**config.mk**
```make
export PLATFORM = sky130hd
export DESIGN_NAME = pdc_counter
export DESIGN_NICKNAME = d
export VERILOG_FILES = /design/src/verilog/pdc_pkg.sv /design/src/verilog/pdc_latch_if.sv /design/src/verilog/pdc_preset_latch.sv /design/src/verilog/pdc_counter.sv
export SDC_FILE = /design/constraint.sdc
export NUM_CORES = 1
export LEC_CHECK = 0
export BUFFER_PORTS_ARGS = -buffer_cell sky130_fd_sc_hd__buf_2
export CAP_MARGIN = 20
export CORE_AREA = 2 2 121 123
export CTS_BUF_LIST = sky130_fd_sc_hd__clkbuf_4 sky130_fd_sc_hd__clkbuf_8
export DETAILED_ROUTE_END_ITERATION = 6
export DIE_AREA = 0 0 123 125
export GPL_TIMING_DRIVEN = 0
export SYNTH_ARGS = -nofsm -noshare
export SYNTH_HDL_FRONTEND = slang
export SYNTH_HIERARCHICAL = 1
export SYNTH_SLANG_ARGS = --single-unit
```
**constraint.sdc**
```tcl
create_clock -name ref_clk -period 2.6 [get_ports ref_clk]
set_input_delay 0.26 -clock ref_clk [delete_from_list [all_inputs] [get_ports ref_clk]]
set_output_delay 0.26 -clock ref_clk [all_outputs]
set_load 0.01 [all_outputs]
```
**src/verilog/pdc_pkg.sv**
```systemverilog
// constants, modes and state codes of the programmable down-counter
// assumes one 100 MHz ref_clk; every pin but resetn and clk_en is synchronised before use
//
// What this block does
// - sixteen-bit down-counter, zero drives main output
// - latches capture preset on strobe rising edge
// - strobe low makes latches transparent
// - three mode bits select modes 0 to 7
// - trigger high: count edge reloads from latches
// - trigger low: count edge decrements counter
// - mode 0: output rises at zero, half toggles
// - modes 0-3: trigger reloads, output to rest
// - mode 1: inverted level, half toggles on fall
// - mode 2: one-period high pulse at zero
// - mode 3: one-period low pulse at zero
// - mode 4: pulse at zero, trigger freezes count
// - mode 4: no reload until zero reached
// - only mode 7 reloads itself after zero
// - zero preset keeps the counter idle
// - mode 5: like mode 4, low pulse
// - mode 6: high while counting, retrigger reloads
// - mode 6: pulse N-1 periods, no preset one
// - mode 7: pulse, toggle and reload at zero
`default_nettype none

package pdc_pkg;

    // ==========================================================
    // widths and synchroniser depth
    localparam int CNT_W       = 16;
    localparam int MODE_W      = 3;
    localparam int SYNC_STAGES = 2;

    // ==========================================================
    // mode codes, top select bit most significant
    localparam logic [MODE_W-1:0] MODE_LEVEL      = 3'h0;
    localparam logic [MODE_W-1:0] MODE_LEVEL_INV  = 3'h1;
    localparam logic [MODE_W-1:0] MODE_PULSE      = 3'h2;
    localparam logic [MODE_W-1:0] MODE_PULSE_INV  = 3'h3;
    localparam logic [MODE_W-1:0] MODE_HOLD       = 3'h4;
    localparam logic [MODE_W-1:0] MODE_HOLD_INV   = 3'h5;
    localparam logic [MODE_W-1:0] MODE_ONE_SHOT   = 3'h6;
    localparam logic [MODE_W-1:0] MODE_FREQ_GEN   = 3'h7;

    // ==========================================================
    // reset values and count constants
    localparam logic [CNT_W-1:0]  COUNT_ZERO      = 16'h0000;
    localparam logic [CNT_W-1:0]  COUNT_ONE       = 16'h0001;
    localparam logic [CNT_W-1:0]  LATCH_RESET     = 16'h0000;
    localparam logic              HALF_RESET      = 1'b0;
    localparam logic              MAIN_RESET      = 1'b0;

    // ==========================================================
    // sequencer states, gray along idle-loaded-count-done
    typedef enum logic [1:0] {
        ST_IDLE   = 2'b00,
        ST_LOADED = 2'b01,
        ST_COUNT  = 2'b11,
        ST_DONE   = 2'b10
    } pdc_state_e;

endpackage

`default_nettype wire

```
**src/verilog/pdc_latch_if.sv**
```systemverilog
// carrier between the preset latch and the counter core
// assumes both ends run on the same ref_clk
`timescale 1ns/1ps
`default_nettype none

interface pdc_latch_if;
    logic [pdc_pkg::CNT_W-1:0] value;
    logic                      is_zero;

    modport source (
        output value,
        output is_zero
    );
    modport sink (
        input  value,
        input  is_zero
    );
endinterface

`default_nettype wire

```
**src/verilog/pdc_preset_latch.sv**
```systemverilog
// preset data latches with pin synchronisers
// assumes preset and strobe come from outside the ref_clk domain
`timescale 1ns/1ps
`default_nettype none

module pdc_preset_latch (
    input  wire logic                      ref_clk,
    input  wire logic                      resetn,
    input  wire logic                      clk_en,
    input  wire logic [pdc_pkg::CNT_W-1:0] preset_in,
    input  wire logic                      write_strobe_n,
    pdc_latch_if.source                    lat
);
    import pdc_pkg::*;

    // ==========================================================
    // synchronisers, first stage read only by the second
    logic [CNT_W-1:0] preset_meta;
    logic [CNT_W-1:0] preset_sync;
    logic             strobe_meta_n;
    logic             strobe_sync_n;
    logic [CNT_W-1:0] value;

    always_ff @(posedge ref_clk) begin
        if (!resetn) begin
            preset_meta   <= LATCH_RESET;
            preset_sync   <= LATCH_RESET;
            strobe_meta_n <= 1'b1;
            strobe_sync_n <= 1'b1;
        end else if (clk_en) begin
            preset_meta   <= preset_in;
            preset_sync   <= preset_meta;
            strobe_meta_n <= write_strobe_n;
            strobe_sync_n <= strobe_meta_n;
        end
    end

    // ==========================================================
    // transparent while low; on the rise the last value stays held
    // data and strobe share the same delay, so the held word is the
    // one present at the strobe's rising edge
    always_ff @(posedge ref_clk) begin
        if (!resetn) begin
            value <= LATCH_RESET;
        end else if (clk_en && !strobe_sync_n) begin
            value <= preset_sync;
        end
    end

    assign lat.value   = value;
    assign lat.is_zero = (value == COUNT_ZERO);

endmodule

`default_nettype wire

```
**src/verilog/pdc_counter.sv**
```systemverilog
// programmable down-counter core: eight timing modes on one count clock
// assumes count_clock, trigger_in, master_clear and mode_select are pins;
// count_clock high and low phases each last at least two ref_clk periods
`timescale 1ns/1ps
`default_nettype none

module pdc_counter (
    input  wire logic                       ref_clk,
    input  wire logic                       resetn,
    input  wire logic                       clk_en,
    input  wire logic [pdc_pkg::CNT_W-1:0]  preset_in,
    input  wire logic                       write_strobe_n,
    input  wire logic [pdc_pkg::MODE_W-1:0] mode_select,
    input  wire logic                       trigger_in,
    input  wire logic                       master_clear,
    input  wire logic                       count_clock,
    output logic                            timer_out,
    output logic                            half_rate_out,
    output logic [pdc_pkg::CNT_W-1:0]       count_value,
    output logic [pdc_pkg::CNT_W-1:0]       latch_value
);
    import pdc_pkg::*;

    // ==========================================================
    // preset latches
    pdc_latch_if lat ();

    pdc_preset_latch u_latch (
        .ref_clk        (ref_clk),
        .resetn         (resetn),
        .clk_en         (clk_en),
        .preset_in      (preset_in),
        .write_strobe_n (write_strobe_n),
        .lat            (lat.source)
    );

    // ==========================================================
    // pin synchronisers, one pair of flops per pin bit
    // mode and trigger share the count clock's delay, so each is seen
    // in step with the count edge that it qualifies
    localparam int PIN_N = MODE_W + 3;

    logic [PIN_N-1:0] pin_raw;
    logic [PIN_N-1:0] pin_meta;
    logic [PIN_N-1:0] pin_sync;

    assign pin_raw = {mode_select, master_clear, trigger_in, count_clock};

    generate
        for (genvar i = 0; i < PIN_N; i++) begin : g_sync
            always_ff @(posedge ref_clk) begin
                if (!resetn) begin
                    pin_meta[i] <= 1'b0;
                    pin_sync[i] <= 1'b0;
                end else if (clk_en) begin
                    pin_meta[i] <= pin_raw[i];
                    pin_sync[i] <= pin_meta[i];
                end
            end
        end
    endgenerate

    logic              cp_level;
    logic              trig;
    logic              mclr;
    logic [MODE_W-1:0] mode;
    logic              cp_prev;
    logic              cp_rise;

    assign cp_level = pin_sync[0];
    assign trig     = pin_sync[1];
    assign mclr     = pin_sync[2];
    assign mode     = pin_sync[PIN_N-1:3];

    always_ff @(posedge ref_clk) begin
        if (!resetn) begin
            cp_prev <= 1'b0;
        end else if (clk_en) begin
            cp_prev <= cp_level;
        end
    end

    // all counter action but master clear and the ST_IDLE rest level of main_q happens on a count-clock rising edge
    // sampled rather than used as a clock: one clock domain, at the cost
    // of both count-clock phases having to last two ref_clk periods
    assign cp_rise = cp_level & ~cp_prev;

    // ==========================================================
    // mode decode
    // rest_high: output level between events, modes 1, 3 and 5
    // no default item: three bits cover all eight codes
    logic rest_high;
    logic pulse_mode;
    logic hold_mode;
    logic retrig_mode;
    logic auto_mode;

    always_comb begin
        rest_high   = 1'b0;
        pulse_mode  = 1'b0;
        hold_mode   = 1'b0;
        retrig_mode = 1'b0;
        auto_mode   = 1'b0;
        unique case (mode)
            MODE_LEVEL: begin
            end
            MODE_LEVEL_INV: begin
                rest_high = 1'b1;
            end
            MODE_PULSE: begin
                pulse_mode = 1'b1;
            end
            MODE_PULSE_INV: begin
                rest_high  = 1'b1;
                pulse_mode = 1'b1;
            end
            MODE_HOLD: begin
                pulse_mode = 1'b1;
                hold_mode  = 1'b1;
            end
            MODE_HOLD_INV: begin
                rest_high  = 1'b1;
                pulse_mode = 1'b1;
                hold_mode  = 1'b1;
            end
            MODE_ONE_SHOT: begin
                retrig_mode = 1'b1;
            end
            MODE_FREQ_GEN: begin
                pulse_mode = 1'b1;
                auto_mode  = 1'b1;
            end
        endcase
    end

    // ==========================================================
    // state registers
    pdc_state_e       state;
    pdc_state_e       next_state;
    logic [CNT_W-1:0] count;
    logic [CNT_W-1:0] next_count;
    logic             main_q;
    logic             next_main_q;
    logic             half_q;
    // set for the one count period in which a pulse is out
    logic             pulse_on;
    logic             next_pulse_on;
    logic             terminal;
    logic             dec_step;

    // ==========================================================
    // next-state logic for one count-clock edge
    always_comb begin
        next_state    = state;
        next_count    = count;
        next_main_q   = main_q;
        next_pulse_on = 1'b0;
        terminal      = 1'b0;
        dec_step      = 1'b0;

        // a pulse lasts exactly one count period
        if (pulse_on) begin
            next_main_q = rest_high;
        end
        if (state == ST_IDLE) begin
            next_main_q = rest_high;
        end

        // trigger outranks counting, except where a mode refuses reload
        if (trig) begin
            if (hold_mode && state == ST_COUNT) begin
                next_main_q = main_q;
            end else if (retrig_mode && state == ST_COUNT) begin
                // retrigger restarts the count but leaves the output alone
                next_count = lat.value;
            end else begin
                next_count  = lat.value;
                next_main_q = rest_high;
                next_state  = ST_LOADED;
            end
        end else begin
            unique case (state)
                ST_IDLE, ST_DONE: begin
                    // waits for a new trigger pulse
                    next_state = state;
                end
                ST_LOADED: begin
                    if (count == COUNT_ZERO) begin
                        next_state = ST_IDLE;
                    end else begin
                        dec_step   = 1'b1;
                        next_state = ST_COUNT;
                        if (retrig_mode) begin
                            next_main_q = 1'b1;
                        end
                    end
                end
                ST_COUNT: begin
                    if (count == COUNT_ZERO) begin
                        next_state = ST_IDLE;
                    end else begin
                        dec_step = 1'b1;
                    end
                end
            endcase
        end

        // terminal is the step from one to zero; zero itself is never
        // decremented, so the counter cannot wrap to all ones
        if (dec_step) begin
            next_count = count - COUNT_ONE;
            terminal   = (count == COUNT_ONE);
        end

        if (terminal) begin
            next_pulse_on = pulse_mode;
            if (retrig_mode) begin
                next_main_q = 1'b0;
            end else begin
                next_main_q = ~rest_high;
            end
            if (auto_mode) begin
                next_count = lat.value;
                next_state = lat.is_zero ? ST_IDLE : ST_COUNT;
            end else begin
                next_state = ST_DONE;
            end
        end
    end

    // ==========================================================
    // sequencer
    // master clear acts on every ref_clk it is seen, not on count edges
    always_ff @(posedge ref_clk) begin
        if (!resetn) begin
            state <= ST_IDLE;
        end else if (clk_en) begin
            if (mclr) begin
                state <= ST_IDLE;
            end else if (cp_rise) begin
                state <= next_state;
            end
        end
    end

    // ==========================================================
    // counter
    // held between count edges, so count_value stands a full count period
    always_ff @(posedge ref_clk) begin
        if (!resetn) begin
            count <= COUNT_ZERO;
        end else if (clk_en) begin
            if (mclr) begin
                count <= COUNT_ZERO;
            end else if (cp_rise) begin
                count <= next_count;
            end
        end
    end

    // ==========================================================
    // main output and pulse timer
    // under reset the mode is unknown, so the output starts low and
    // takes its rest level three cycles after release, once the mode is synchronised
    always_ff @(posedge ref_clk) begin
        if (!resetn) begin
            main_q   <= MAIN_RESET;
            pulse_on <= 1'b0;
        end else if (clk_en) begin
            if (mclr) begin
                main_q   <= rest_high;
                pulse_on <= 1'b0;
            end else if (cp_rise) begin
                main_q   <= next_main_q;
                pulse_on <= next_pulse_on;
            end else if (state == ST_IDLE) begin
                main_q   <= rest_high;
            end
        end
    end

    // ==========================================================
    // half-rate output: flips on every terminal count
    // a clear in the same cycle as a terminal count wins over the flip
    always_ff @(posedge ref_clk) begin
        if (!resetn) begin
            half_q <= HALF_RESET;
        end else if (clk_en) begin
            if (mclr) begin
                half_q <= HALF_RESET;
            end else if (cp_rise && terminal) begin
                half_q <= ~half_q;
            end
        end
    end

    // every output straight from a flop, so no decode glitch reaches a pin
    assign timer_out     = main_q;
    assign half_rate_out = half_q;
    assign count_value   = count;
    assign latch_value   = lat.value;

endmodule

`default_nettype wire

```
==> results of run 1 <==
-- state kept, by name (all words and copies together), names as in the netlist, 2 cells and up --
| register | count |
|---|---|
| pin_meta | 6 |
| u_latch/preset_meta | 16 |
| u_latch/preset_sync | 16 |
| state | 2 |
| mode | 3 |
| u_latch/lat.value | 16 |
| count_value | 16 |
-- area by class of cell --
cell class / count / area [sq um]
Inverter: 6 / 27.53
Multi-Input combinational cell: 336 / 2316
Sequential cell: 84 / 1695
Buffer: 26 / 157.7
Clock buffer: 10 / 137.6
Clock inverter: 4 / 51.30
Tap cell: 184 / 230.2
Timing Repair Buffer: 69 / 372.9
Fill cell: 1488 / 9215
-- cells in the mapped netlist (all sizes together) (2+ instances only) --
cell type	number	area share
a21boi	17	0.040
a21o	2	0.0036
a21oi	14	0.018
a22oi	5	0.0091
a311oi	2	0.0043
a31oi	5	0.0076
and2	4	0.0061
and3	3	0.0046
and4	2	0.0043
buf	13	0.024
clkbuf	15	0.014
dfxtp	84	0.41
ha	3	0.0091
inv	6	0.0055
mux2	2	0.0055
mux2i	48	0.12
nand2	60	0.061
nand2b	3	0.0046
nand3	6	0.0073
nand4	3	0.0046
nand4b	2	0.0043
nor2	16	0.015
nor2b	50	0.076
nor3	14	0.017
nor3b	3	0.0055
nor4	8	0.012
o211a	2	0.0049
o211ai	2	0.0036
o21ai	21	0.026
o221ai	4	0.0085
o22a	2	0.0043
o22ai	2	0.0030
or3	4	0.0061
or4	5	0.010
xnor2	3	0.0064
-- critical path: cells and delay by family (launching register included) --
kind | cells | cell delay, ps
AOI/OAI and AO/OA | 2 | 330
and+or+nand+nor | 2 | 990
buffers and inverters | 2 | 220
adders and majority gates | 1 | 140
muxes | 2 | 450
DFF | 1 | 370
-- kinds of logic (layout without fill, tap and decap cells) --
family,Yosys count,in the layout,share of synthesized area
buffers and inverters,34,115,0.04315
AOI/OAI and AO/OA,91,91,0.1607
and+or+nand+nor,188,188,0.2480
muxes,50,50,0.1222
xor gates and xnor gates,4,4,0.008510
DFF,84,84,0.4084
adders and majority gates,3,3,0.009117
-- worst paths after layout --
path	from	endpoint	slack, ps	cells after the start
min	write_strobe_n	u_latch/strobe_meta_n$_SDFFE_PN1P_	120	3
max reg2reg	count_value[1]$_SDFFE_PN0P_	state[1]$_SDFFE_PN0P_	40	9
min reg2reg	u_latch/preset_sync[7]$_SDFFE_PN0P_	u_latch/lat.value[7]$_SDFFE_PN0P_	450	2
max	count_value[1]$_SDFFE_PN0P_	state[1]$_SDFFE_PN0P_	40	9
-- power by group through the flow --
| stage | Combinational [W] | Clock, W | Sequential [W] |
|---|---|---|---|
| 3_3_place_gp | 0.000181 | 0 | 0.00137 |
| 4_1_cts | 0.000187 | 0.000939 | 0.00135 |
| 5_1_grt | 0.000209 | 0.000994 | 0.00135 |
| 2_1_floorplan | 0.000134 | 0 | 0.00137 |
| 6_report | 0.000189 | 0.000914 | 0.00134 |
| 3_5_place_dp | 0.000186 | 0 | 0.00138 |
-- stage by stage --
| step | TNS, ps | util |
|---|---|---|
| 6_report | 0 | 0.3512 |
| 5_1_grt | -56.46 | 0.3512 |
| 4_1_cts | 0 | 0.3407 |
| 3_5_place_dp | -621.5 | 0.3266 |
| 3_3_place_gp | -1510 | 0.3266 |
| 2_1_floorplan | 0 | - |
-- per-layer routing --
metal	global-route usage	up-vias	wire length [microns]
met5	0	-	0
met4	0.05147	0	170
met3	0.03011	12	627
met2	0.2340	107	5322
met1	0.1799	1720	4719
li1	-	1774	-
-- repair_timing --
item                                    in CTS  in global routing
endpoints found under the setup margin      10                 15
buffers inserted                             0                 11
cloned                                       0                  0
resized for setup                            3                 26
pin swaps                                    0                  4
==> summary.md, run 1 <==
| Metric | Value |
|---|---|
| Status | completed |
| GRT Overall Usage | 0.1414 |
| CP Cell Sequence | inv_4 > ha_4 > or4b_1 > or4_4 > buf_8 > mux2_4 > a21oi_4 > o21ba_4 > mux2i_1 |
| Antenna violations before repair | 0 |
| Number of flops mapped to enable cells by yosys | 0 |
| Period Utilization, post-route | 0.9833 |
| Largest net degree at the start of global routing | 14 |
| RSZ-0062 raised after global routing | true |
| Share of layout cells above drive strength 1 | 0.2542 |
| Die height | roughly 130 microns |
| Ant diodes | 0 |
| Mapped Nets | between 400 and 500 |
| Commonest non-fill, non-tap cell in the layout | dfxtp_1 |
| Clock transition at path regs | around 90 ps |
| Power Internal | about 0.0019 W |
| Fin area | 4989 sq um |
| Clock share of power | 0.374 |
| Num CTS Buffers | 9 |
| Post-CTS Hold Buffers | 0 |
| Fin crit period | 2557 ps |
| Root buffer cell | clkbuf_8 |
| Fmax | 391.1 MHz |
| Part of the Yosys area used for sequential elements | 0.4084 |
| Cell Area, Synth | 4118 sq um |
| Setup slack after layout | ~43 ps |
| Synth Instances | 454 |
| Critical path's slowest cell | or4_4 |
| GR Overflow Total | 0 |
| Placer Congestion | 0.8883 |
| Clk_lat worst skew | 360 ps |
| CP Class | flip-flop to flip-flop |
| Max FO, Critical Path | 7 |
| Placed Area | around 4600 sq um |
| Seq pwr share | 0.549 |
| Worst setup SP type | flip-flop |
| Detail-routed via count per cell | 5.025 |
| Number of global-route vias before repair | around 3400 |
| Yosys cell types | 62 |
| Number of port buffers | 58 |
| CORE AREA | 14200 sq um |
| H-tree depth | 3 |
| Final setup violation count | 0 |
| CTS tree | built |
| WL final | 10.84 mm |
| Die ar. | 15380 sq um |
| Place WS | -213.4 ps |
| Fin nets | 561 |
| Switching power | 0.0005742 W |
| # Max-Cap Violations | 0 |
| Final hold viol count | 0 |
| Final Power | between 0.002 and 0.0025 W |
| Async SR Flop Fraction | 0 |
| Most frequent cells in the layout | dfxtp_1, buf_2, nor2b_1, nand2_1, mux2i_1 |
| WP data arrival | 2850 ps |
| Synthesis Warnings | 6 |
| Final antenna-violating net count | 0 |
| CP peak stage delay | 540 ps |
| Fin. max-slew vios | 0 |
| I/O pin total | 60 |
| Global-route wire length before repair | 17.27 mm |
| Routed via count | around 3600 |
| Die W | 123 microns |
| Avg Inst Size Synth | between 9 and 10 sq um |
| DR iter-0 viols | 199 |
| Initial Utilization | 0.2899 |
| Layout Area Growth over Synthesis | 21.15% |
| Worst hold path class | input pin to flip-flop |
| CTS sink count | 84 |
| Post-Layout Cell Count | between 700 and 800 |
| Leakage | slightly above 2 nW |
| Hold_ws | 122.2 ps |
| FP Rows | 44 |
| Req. time, crit path | 2890 ps |
| Detailed-route wire length per cell | 15.08 microns |
| VDD IR max | 0.0002321 V |
| HPWL after DPL | about 8 mm |
| Switching part of the total | 0.2348 |
| CP endpoint kind | flip-flop |
| Placed Cells | just under 700 |
| Max Clock Skew | between 10 and 15 ps |
| Worst-margin pin slew | 799.9 ps |
| Main synth FF type | dfxtp_1 |
| Residual DRC | 0 |
| Power Density | between 400 and 500 nW/um^2 |
| Slew Limit Headroom | 0.4611 |
| Synthesis-stage register bit count | 84 |
| Drt pass-1 iters | 5 |
| Combinational Power Share | 0.077 |
| Clock Path Buffers | 2 |
No activity file was read; power rests on OpenSTA's default activity.
==> inputs of run 2 (changes only) <==
CORE_AREA = 2 2 139 107   (was 2 2 121 123)
DIE_AREA = 0 0 141 109   (was 0 0 123 125)
==> run 2 against run 1 <==
  * Core utilization is 0.11 points higher
  * Clock skew fell by 3.2 ps
  * Critical endpoint is now count_value[6]$_SDFFE_PN0P_
  * Worst hold slack got worse by 5.4 ps
  * Sequential share of layout area about the same
  * Via count down 3.3%
  * Power grew 11%
  * First-iteration DRC count is 59% higher
  * Flip-flop and latch count stayed put
==> summary.md, run 2 (synthesis results as in run 1) <==
| Metric | Value |
|---|---|
| Die ar. | 15370 sq um (about the same) |
| I/O pin total | 60 (unchanged) |
| RSZ-0062 raised after global routing | true |
| CTS sink count | 84 (unchanged) |
| Global-route wire length before repair | 17.75 mm (+2.8%) |
| CTS tree | built |
| Slew Limit Headroom | 0.4371 (-0.02397) |
| Number of port buffers | 58 (unchanged) |
| DR iter-0 viols | 316 (+59%) |
| Detail-routed via count per cell | 4.923 (-2.0%) |
| RR Endpoint | count_value[6]$_SDFFE_PN0P_ |
| Initial Utilization | 0.2916 (+0.001695) |
| Final setup violation count | 0 (unchanged) |
| H-tree depth | 3 (unchanged) |
| Antenna violations before repair | 0 (unchanged) |
| Fmax | 388.5 MHz (-0.67%) |
| Worst Reg-to-Reg Cells | 7 (-2) |
| Fin area | 4975 sq um (-0.28%) |
| Layout Area Growth over Synthesis | 20.81% |
| Worst-margin pin slew | 842.5 ps (+42.58 ps) |
| Routed via count | 3495 (-3.3%) |
| Fin nets | 554 (-1.2%) |
| Residual DRC | 0 (unchanged) |
| Leakage | 2.047 nW (-0.63%) |
| CORE AREA | 14120 sq um (-0.58%) |
| Reg2Reg Launch Point | count_value[4]$_SDFFE_PN0P_ |
| Routed wl met2 | 4.634 mm (-13%) |
| Clock transition at path regs | 90 ps (about the same) |
| CP Class | flip-flop to flip-flop |
| Clock Path Buffers | 2 (unchanged) |
| Area of the multi-input gates | 2316 sq um (unchanged) |
| GRT Overall Usage | 0.1449 (+0.003511) |
| Drt pass-1 iters | 5 (unchanged) |
| Share of layout cells above drive strength 1 | 0.2434 (-0.01081) |
| Root buffer cell | clkbuf_8 |
| Die height | 109 microns (-13%) |
| CP endpoint kind | flip-flop |
| GR Overflow Total | 0 (unchanged) |
| Reg-to-reg slack, setup | 30 ps (-20 ps) |
| Commonest non-fill, non-tap cell in the layout | dfxtp_1 |
| Place WS | -159.5 ps (+53.86 ps) |
| Post-CTS Hold Buffers | 0 (unchanged) |
| Final TNS setup | 0 ps (unchanged) |
| Period Utilization, post-route | 0.9899 (+0.006595) |
| WP data arrival | 2830 ps (-20 ps) |
| Sequential Area | 1693 sq um (-0.15%) |
| Worst setup SP type | flip-flop |
| Fin. max-slew vios | 0 (unchanged) |
| VDD IR max | 0.0002563 V (+10%) |
| Max FO, Critical Path | 7 (unchanged) |
| WHS Path Cells | 3 (unchanged) |
| HPWL after DPL | 8.122 mm (+0.20%) |
| Die W | 141 microns (+15%) |
| Hold_sp | write_strobe_n |
| Setup slack after layout | 26.27 ps (-17.15 ps) |
| # Max-Cap Violations | 0 (unchanged) |
| WL final | 10.78 mm (-0.56%) |
| FP Rows | 38 (-14%) |
| Placer Congestion | 0.9346 (+5.2%) |
| Num CTS Buffers | 9 (unchanged) |
| Worst hold path class | input pin to flip-flop |
| Setup crit start | count_value[4]$_SDFFE_PN0P_ |
| Final hold viol count | 0 (unchanged) |
| Ant diodes | 0 (unchanged) |
| Finished Core Util | 0.3523 (+0.001079) |
| Detailed-route wire length per cell | 15.18 microns (+0.70%) |
| Metal-1 WL | 5.421 mm (+15%) |
| Largest net degree at the start of global routing | 17 (+3) |
| Highest metal used | met4 |
| Clk_lat worst skew | 360 ps (about the same) |
| Max Clock Skew | 11.38 ps (-3.219 ps) |
| Placed Area | 4633 sq um (-0.11%) |
| Fin crit period | 2574 ps (+17.15 ps) |
| FILL cells | 1429 (-4.0%) |
| Hold Path Sink | u_latch/strobe_meta_n$_SDFFE_PN1P_ |
| Most frequent cells in the layout | dfxtp_1, buf_2, nor2b_1, nand2_1, mux2i_1 |
| Met3 wire length | 627 microns (unchanged) |
| Status | completed |
| Number of global-route vias before repair | 3367 (-0.53%) |
| Final antenna-violating net count | 0 (unchanged) |
| Power Density | 545.9 nW/um^2 (+11%) |
| Req. time, crit path | 2860 ps (-30 ps) |
[run 2: cell count changes in the layout (fill, tap and decap cells not counted), sizes merged]
cell	previous run	this run
inv	6	10
clkinvlp	1	0
clkbuf	23	24
bufinv	1	3
buf	82	73
clkinv	2	0
[run 2: area by class of cell]
class,count,share of cell area
timing repair buffer,60,0.06137
inverter,6,0.004527
clock inverter,7,0.02565
multi-input combinational,336,0.4655
sequential,84,0.3403
tap,180,0.04527
buffer,28,0.03244
clock buffer,9,0.02490
[run 2: layer usage]
metal	vias to the layer above	global-route usage
met5	-	0
met4	0	0.04071
met3	10	0.03338
met2	113	0.2265
met1	1604	0.2015
li1	1768	-
[run 2: worst max-delay path by stage]
stage / to / slack (ps)
floorplan: state[1]$_SDFFE_PN0P_ / 160
global route: state[1]$_SDFFE_PN0P_ / -40
global placement: count_value[0]$_SDFFE_PN0P_ / -270
finish: count_value[6]$_SDFFE_PN0P_ / 30
detailed placement: count_value[13]$_SDFFE_PN0P_ / -160
CTS: state[1]$_SDFFE_PN0P_ / 2
[run 2: timing repair]
| action | 4_1_cts | 5_1_grt |
|---|---|---|
| gates resized for setup | 4 | 21 |
| pin swaps | 0 | 2 |
| buffers inserted | 0 | 2 |
| endpoints found under the setup margin | 9 | 17 |
[run 2: power breakdown]
group | switching, W | total, W | leakage (nW) | internal [W]
combinational | 0.0000970 | 0.000190 | 1.23 | 0.0000927
clock | 0.000526 | 0.00118 | 0.127 | 0.000656
sequential | 0.0000253 | 0.00134 | 0.686 | 0.00132
[run 2: stage by stage]
step	hold slack [ps]	std cells	power (W)
6_report	116.8	710	0.002716
3_5_place_dp	453.5	692	0.001565
3_3_place_gp	452.1	692	0.001558
4_1_cts	95.73	708	0.002740
2_1_floorplan	388.4	454	0.001502
5_1_grt	142.0	710	0.002811
[run 2: worst max-delay path: stages (launching register included)]
cell and delay, ps:
dfxtp_4 370, or4_4 530, buf_6 150, or4_4 510, buf_6 150, a21oi_1 450, nor4_1 120, o22a_1 190
==> inputs of run 3 (changes only) <==
clock period = 3.04 ns   (was 2.6 ns; I/O delays follow)
==> run 3 against run 2 <==
  * Non-clock buffer count is 2 lower
  * Power is 14% lower
  * Global-route usage hardly changed
  * First-iteration DRC count is 1.6% higher
  * Die area stayed put
  * Critical path type unchanged
  * Critical endpoint is now count_value[13]$_SDFFE_PN0P_
  * Largest power group unchanged
  * Highest routed layer unchanged
==> summary.md, run 3 (synthesis results as in run 1) <==
| Metric | Value |
|---|---|
| Sequential Area | 1682 sq um (-0.67%) |
| Drt pass-1 iters | 5 (unchanged) |
| CP peak stage delay | 630 ps (+100 ps) |
| Fmax | 346.5 MHz (-11%) |
| Final setup violation count | 0 (unchanged) |
| VDD IR max | 0.0002192 V (-14%) |
| Die height | 109 microns (unchanged) |
| Most frequent cells in the layout | dfxtp_1, buf_2, nor2b_1, nand2_1, mux2i_1 |
| Clock Path Buffers | 2 (unchanged) |
| Antenna violations before repair | 0 (unchanged) |
| I/O pin total | 60 (unchanged) |
| FP Rows | 38 (unchanged) |
| Die W | 141 microns (unchanged) |
| WL final | 10.73 mm (-0.45%) |
| CTS sink count | 84 (unchanged) |
| Met3 Usage GRT | 0.03294 (-0.0004392) |
| Placer Congestion | 0.9346 (unchanged) |
| RSZ-0062 raised after global routing | false |
| Power Density | 475.6 nW/um^2 (-13%) |
| Final TNS setup | 0 ps (unchanged) |
| CP endpoint kind | flip-flop |
| Status | completed |
| Fin area | 4885 sq um (-1.8%) |
| Layout Area Growth over Synthesis | 18.63% |
| Worst-margin pin slew | 1002 ps (+159.6 ps) |
| Die ar. | 15370 sq um (unchanged) |
| # Max-Cap Violations | 0 (unchanged) |
| H-tree depth | 3 (unchanged) |
| Fin. max-slew vios | 0 (unchanged) |
| Root buffer cell | clkbuf_8 |
| Clock transition at path regs | 100 ps (about the same) |
| Most used routing layer | met2 |
| Worst setup SP type | flip-flop |
| Num CTS Buffers | 9 (unchanged) |
| Fin crit period | 2886 ps (+312.4 ps) |
| Final antenna-violating net count | 0 (unchanged) |
| FILL cells | 1441 (+0.84%) |
| Ant diodes | 0 (unchanged) |
| Post-CTS Hold Buffers | 0 (unchanged) |
| Share of layout cells above drive strength 1 | 0.2140 (-0.02938) |
| CP Cell Sequence | or4_1 > nor4bb_1 > a31oi_1 > o21ai_0 > a31oi_1 > o22a_1 |
| HPWL after DPL | 8.122 mm (unchanged) |
| Leakage | 2.023 nW (-1.2%) |
| GR Overflow Total | 0 (unchanged) |
| Residual DRC | 0 (unchanged) |
| Final hold viol count | 0 (unchanged) |
| Req. time, crit path | 3300 ps (+440 ps) |
| Global-route wire length before repair | 17.65 mm (-0.58%) |
| CORE AREA | 14120 sq um (unchanged) |
| Area of the multi-input gates | 2258 sq um (-2.5%) |
| Placed Area | 4633 sq um (unchanged) |
| Initial Utilization | 0.2916 (unchanged) |
| Setup Buffers After CTS | 0 (unchanged) |
| Max FO, Critical Path | 10 (+3) |
| Max Clock Skew | 13.54 ps (+2.156 ps) |
| CTS tree | built |
| Slew Limit Headroom | 0.3288 (-0.1083) |
| DR iter-0 viols | 321 (+1.6%) |
| WP data arrival | 3150 ps (+320 ps) |
| Routed via count | 3495 (unchanged) |
| Critical path's slowest cell | or4_1 |
| Detailed-route wire length per cell | 15.15 microns (-0.17%) |
| Detail-routed via count per cell | 4.936 (+0.28%) |
| Commonest non-fill, non-tap cell in the layout | dfxtp_1 |
| Period Utilization, post-route | 0.9494 (-0.04052) |
| GRT Overall Usage | 0.1444 (-0.0004735) |
| Crit-path most repeated cell | a31oi_1 |
| Resized cells post-CTS | 0 (-4) |
| GR Util met1 | 0.2015 (unchanged) |
| Largest net degree at the start of global routing | 17 (unchanged) |
| Clk_lat worst skew | 360 ps (about the same) |
| Fin nets | 552 (-0.36%) |
| Number of port buffers | 58 (unchanged) |
| CP Class | flip-flop to flip-flop |
| Number of global-route vias before repair | 3350 (-0.50%) |
| Worst hold path class | input pin to flip-flop |
| Met2 usage | 0.2251 (-0.001394) |
run 3: worst max-delay path: cells and delay by family, from the launching register on:
family / cells / cell delay, ps
AO/OA/AOI/OAI: 4 / 1250
flip-flops: 1 / 380
AND/OR/NAND/NOR: 2 / 1160
run 3: layout make-up:
| type | count | area share |
|---|---|---|
| Sequential cell | 84 | 0.3443 |
| Timing Repair Buffer | 58 | 0.05943 |
| Buffer | 28 | 0.03176 |
| Clock buffer | 9 | 0.02536 |
| Inverter | 6 | 0.004611 |
| Multi-Input combinational cell | 336 | 0.4623 |
| Tap cell | 180 | 0.04611 |
| Clock inverter | 7 | 0.02613 |
run 3: path summary, 6_finish.rpt:
path	from	endpoint	slack (ps)	depth (start not counted)
setup / recovery	count_value[11]$_SDFFE_PN0P_	count_value[13]$_SDFFE_PN0P_	150	6
hold reg to reg	u_latch/preset_sync[14]$_SDFFE_PN0P_	u_latch/lat.value[14]$_SDFFE_PN0P_	460	2
setup reg to reg	count_value[11]$_SDFFE_PN0P_	count_value[13]$_SDFFE_PN0P_	150	6
hold / removal	write_strobe_n	u_latch/strobe_meta_n$_SDFFE_PN1P_	160	3
run 3: per-layer routing:
layer  share of wire  wire length [microns]  vias up
li1                -                      -     1769
met1            0.50                   5331     1621
met2            0.44                   4686       97
met3           0.058                    627        8
met4          0.0078                     84        0
met5               0                      0        -
run 3: metrics by stage:
step	total power, W	utilization	hold WS, ps	worst slack (ps)	std cells
3_5_place_dp	0.001338	0.3281	453.5	280.5	692
3_3_place_gp	0.001332	0.3281	452.1	167.8	692
6_report	0.002323	0.3459	161.3	153.9	708
2_1_floorplan	0.001285	-	430.1	602.8	454
4_1_cts	0.002343	0.3459	139.7	259.9	708
5_1_grt	0.002403	0.3459	186.0	19.58	708
run 3: power breakdown:
part           switching, W  internal [W]  total (W)  leakage [nW]
logic             0.0000820     0.0000779   0.000160          1.21
clock network      0.000451      0.000561    0.00101         0.127
registers         0.0000215       0.00113    0.00115         0.683
total              0.000554       0.00177    0.00232          2.02
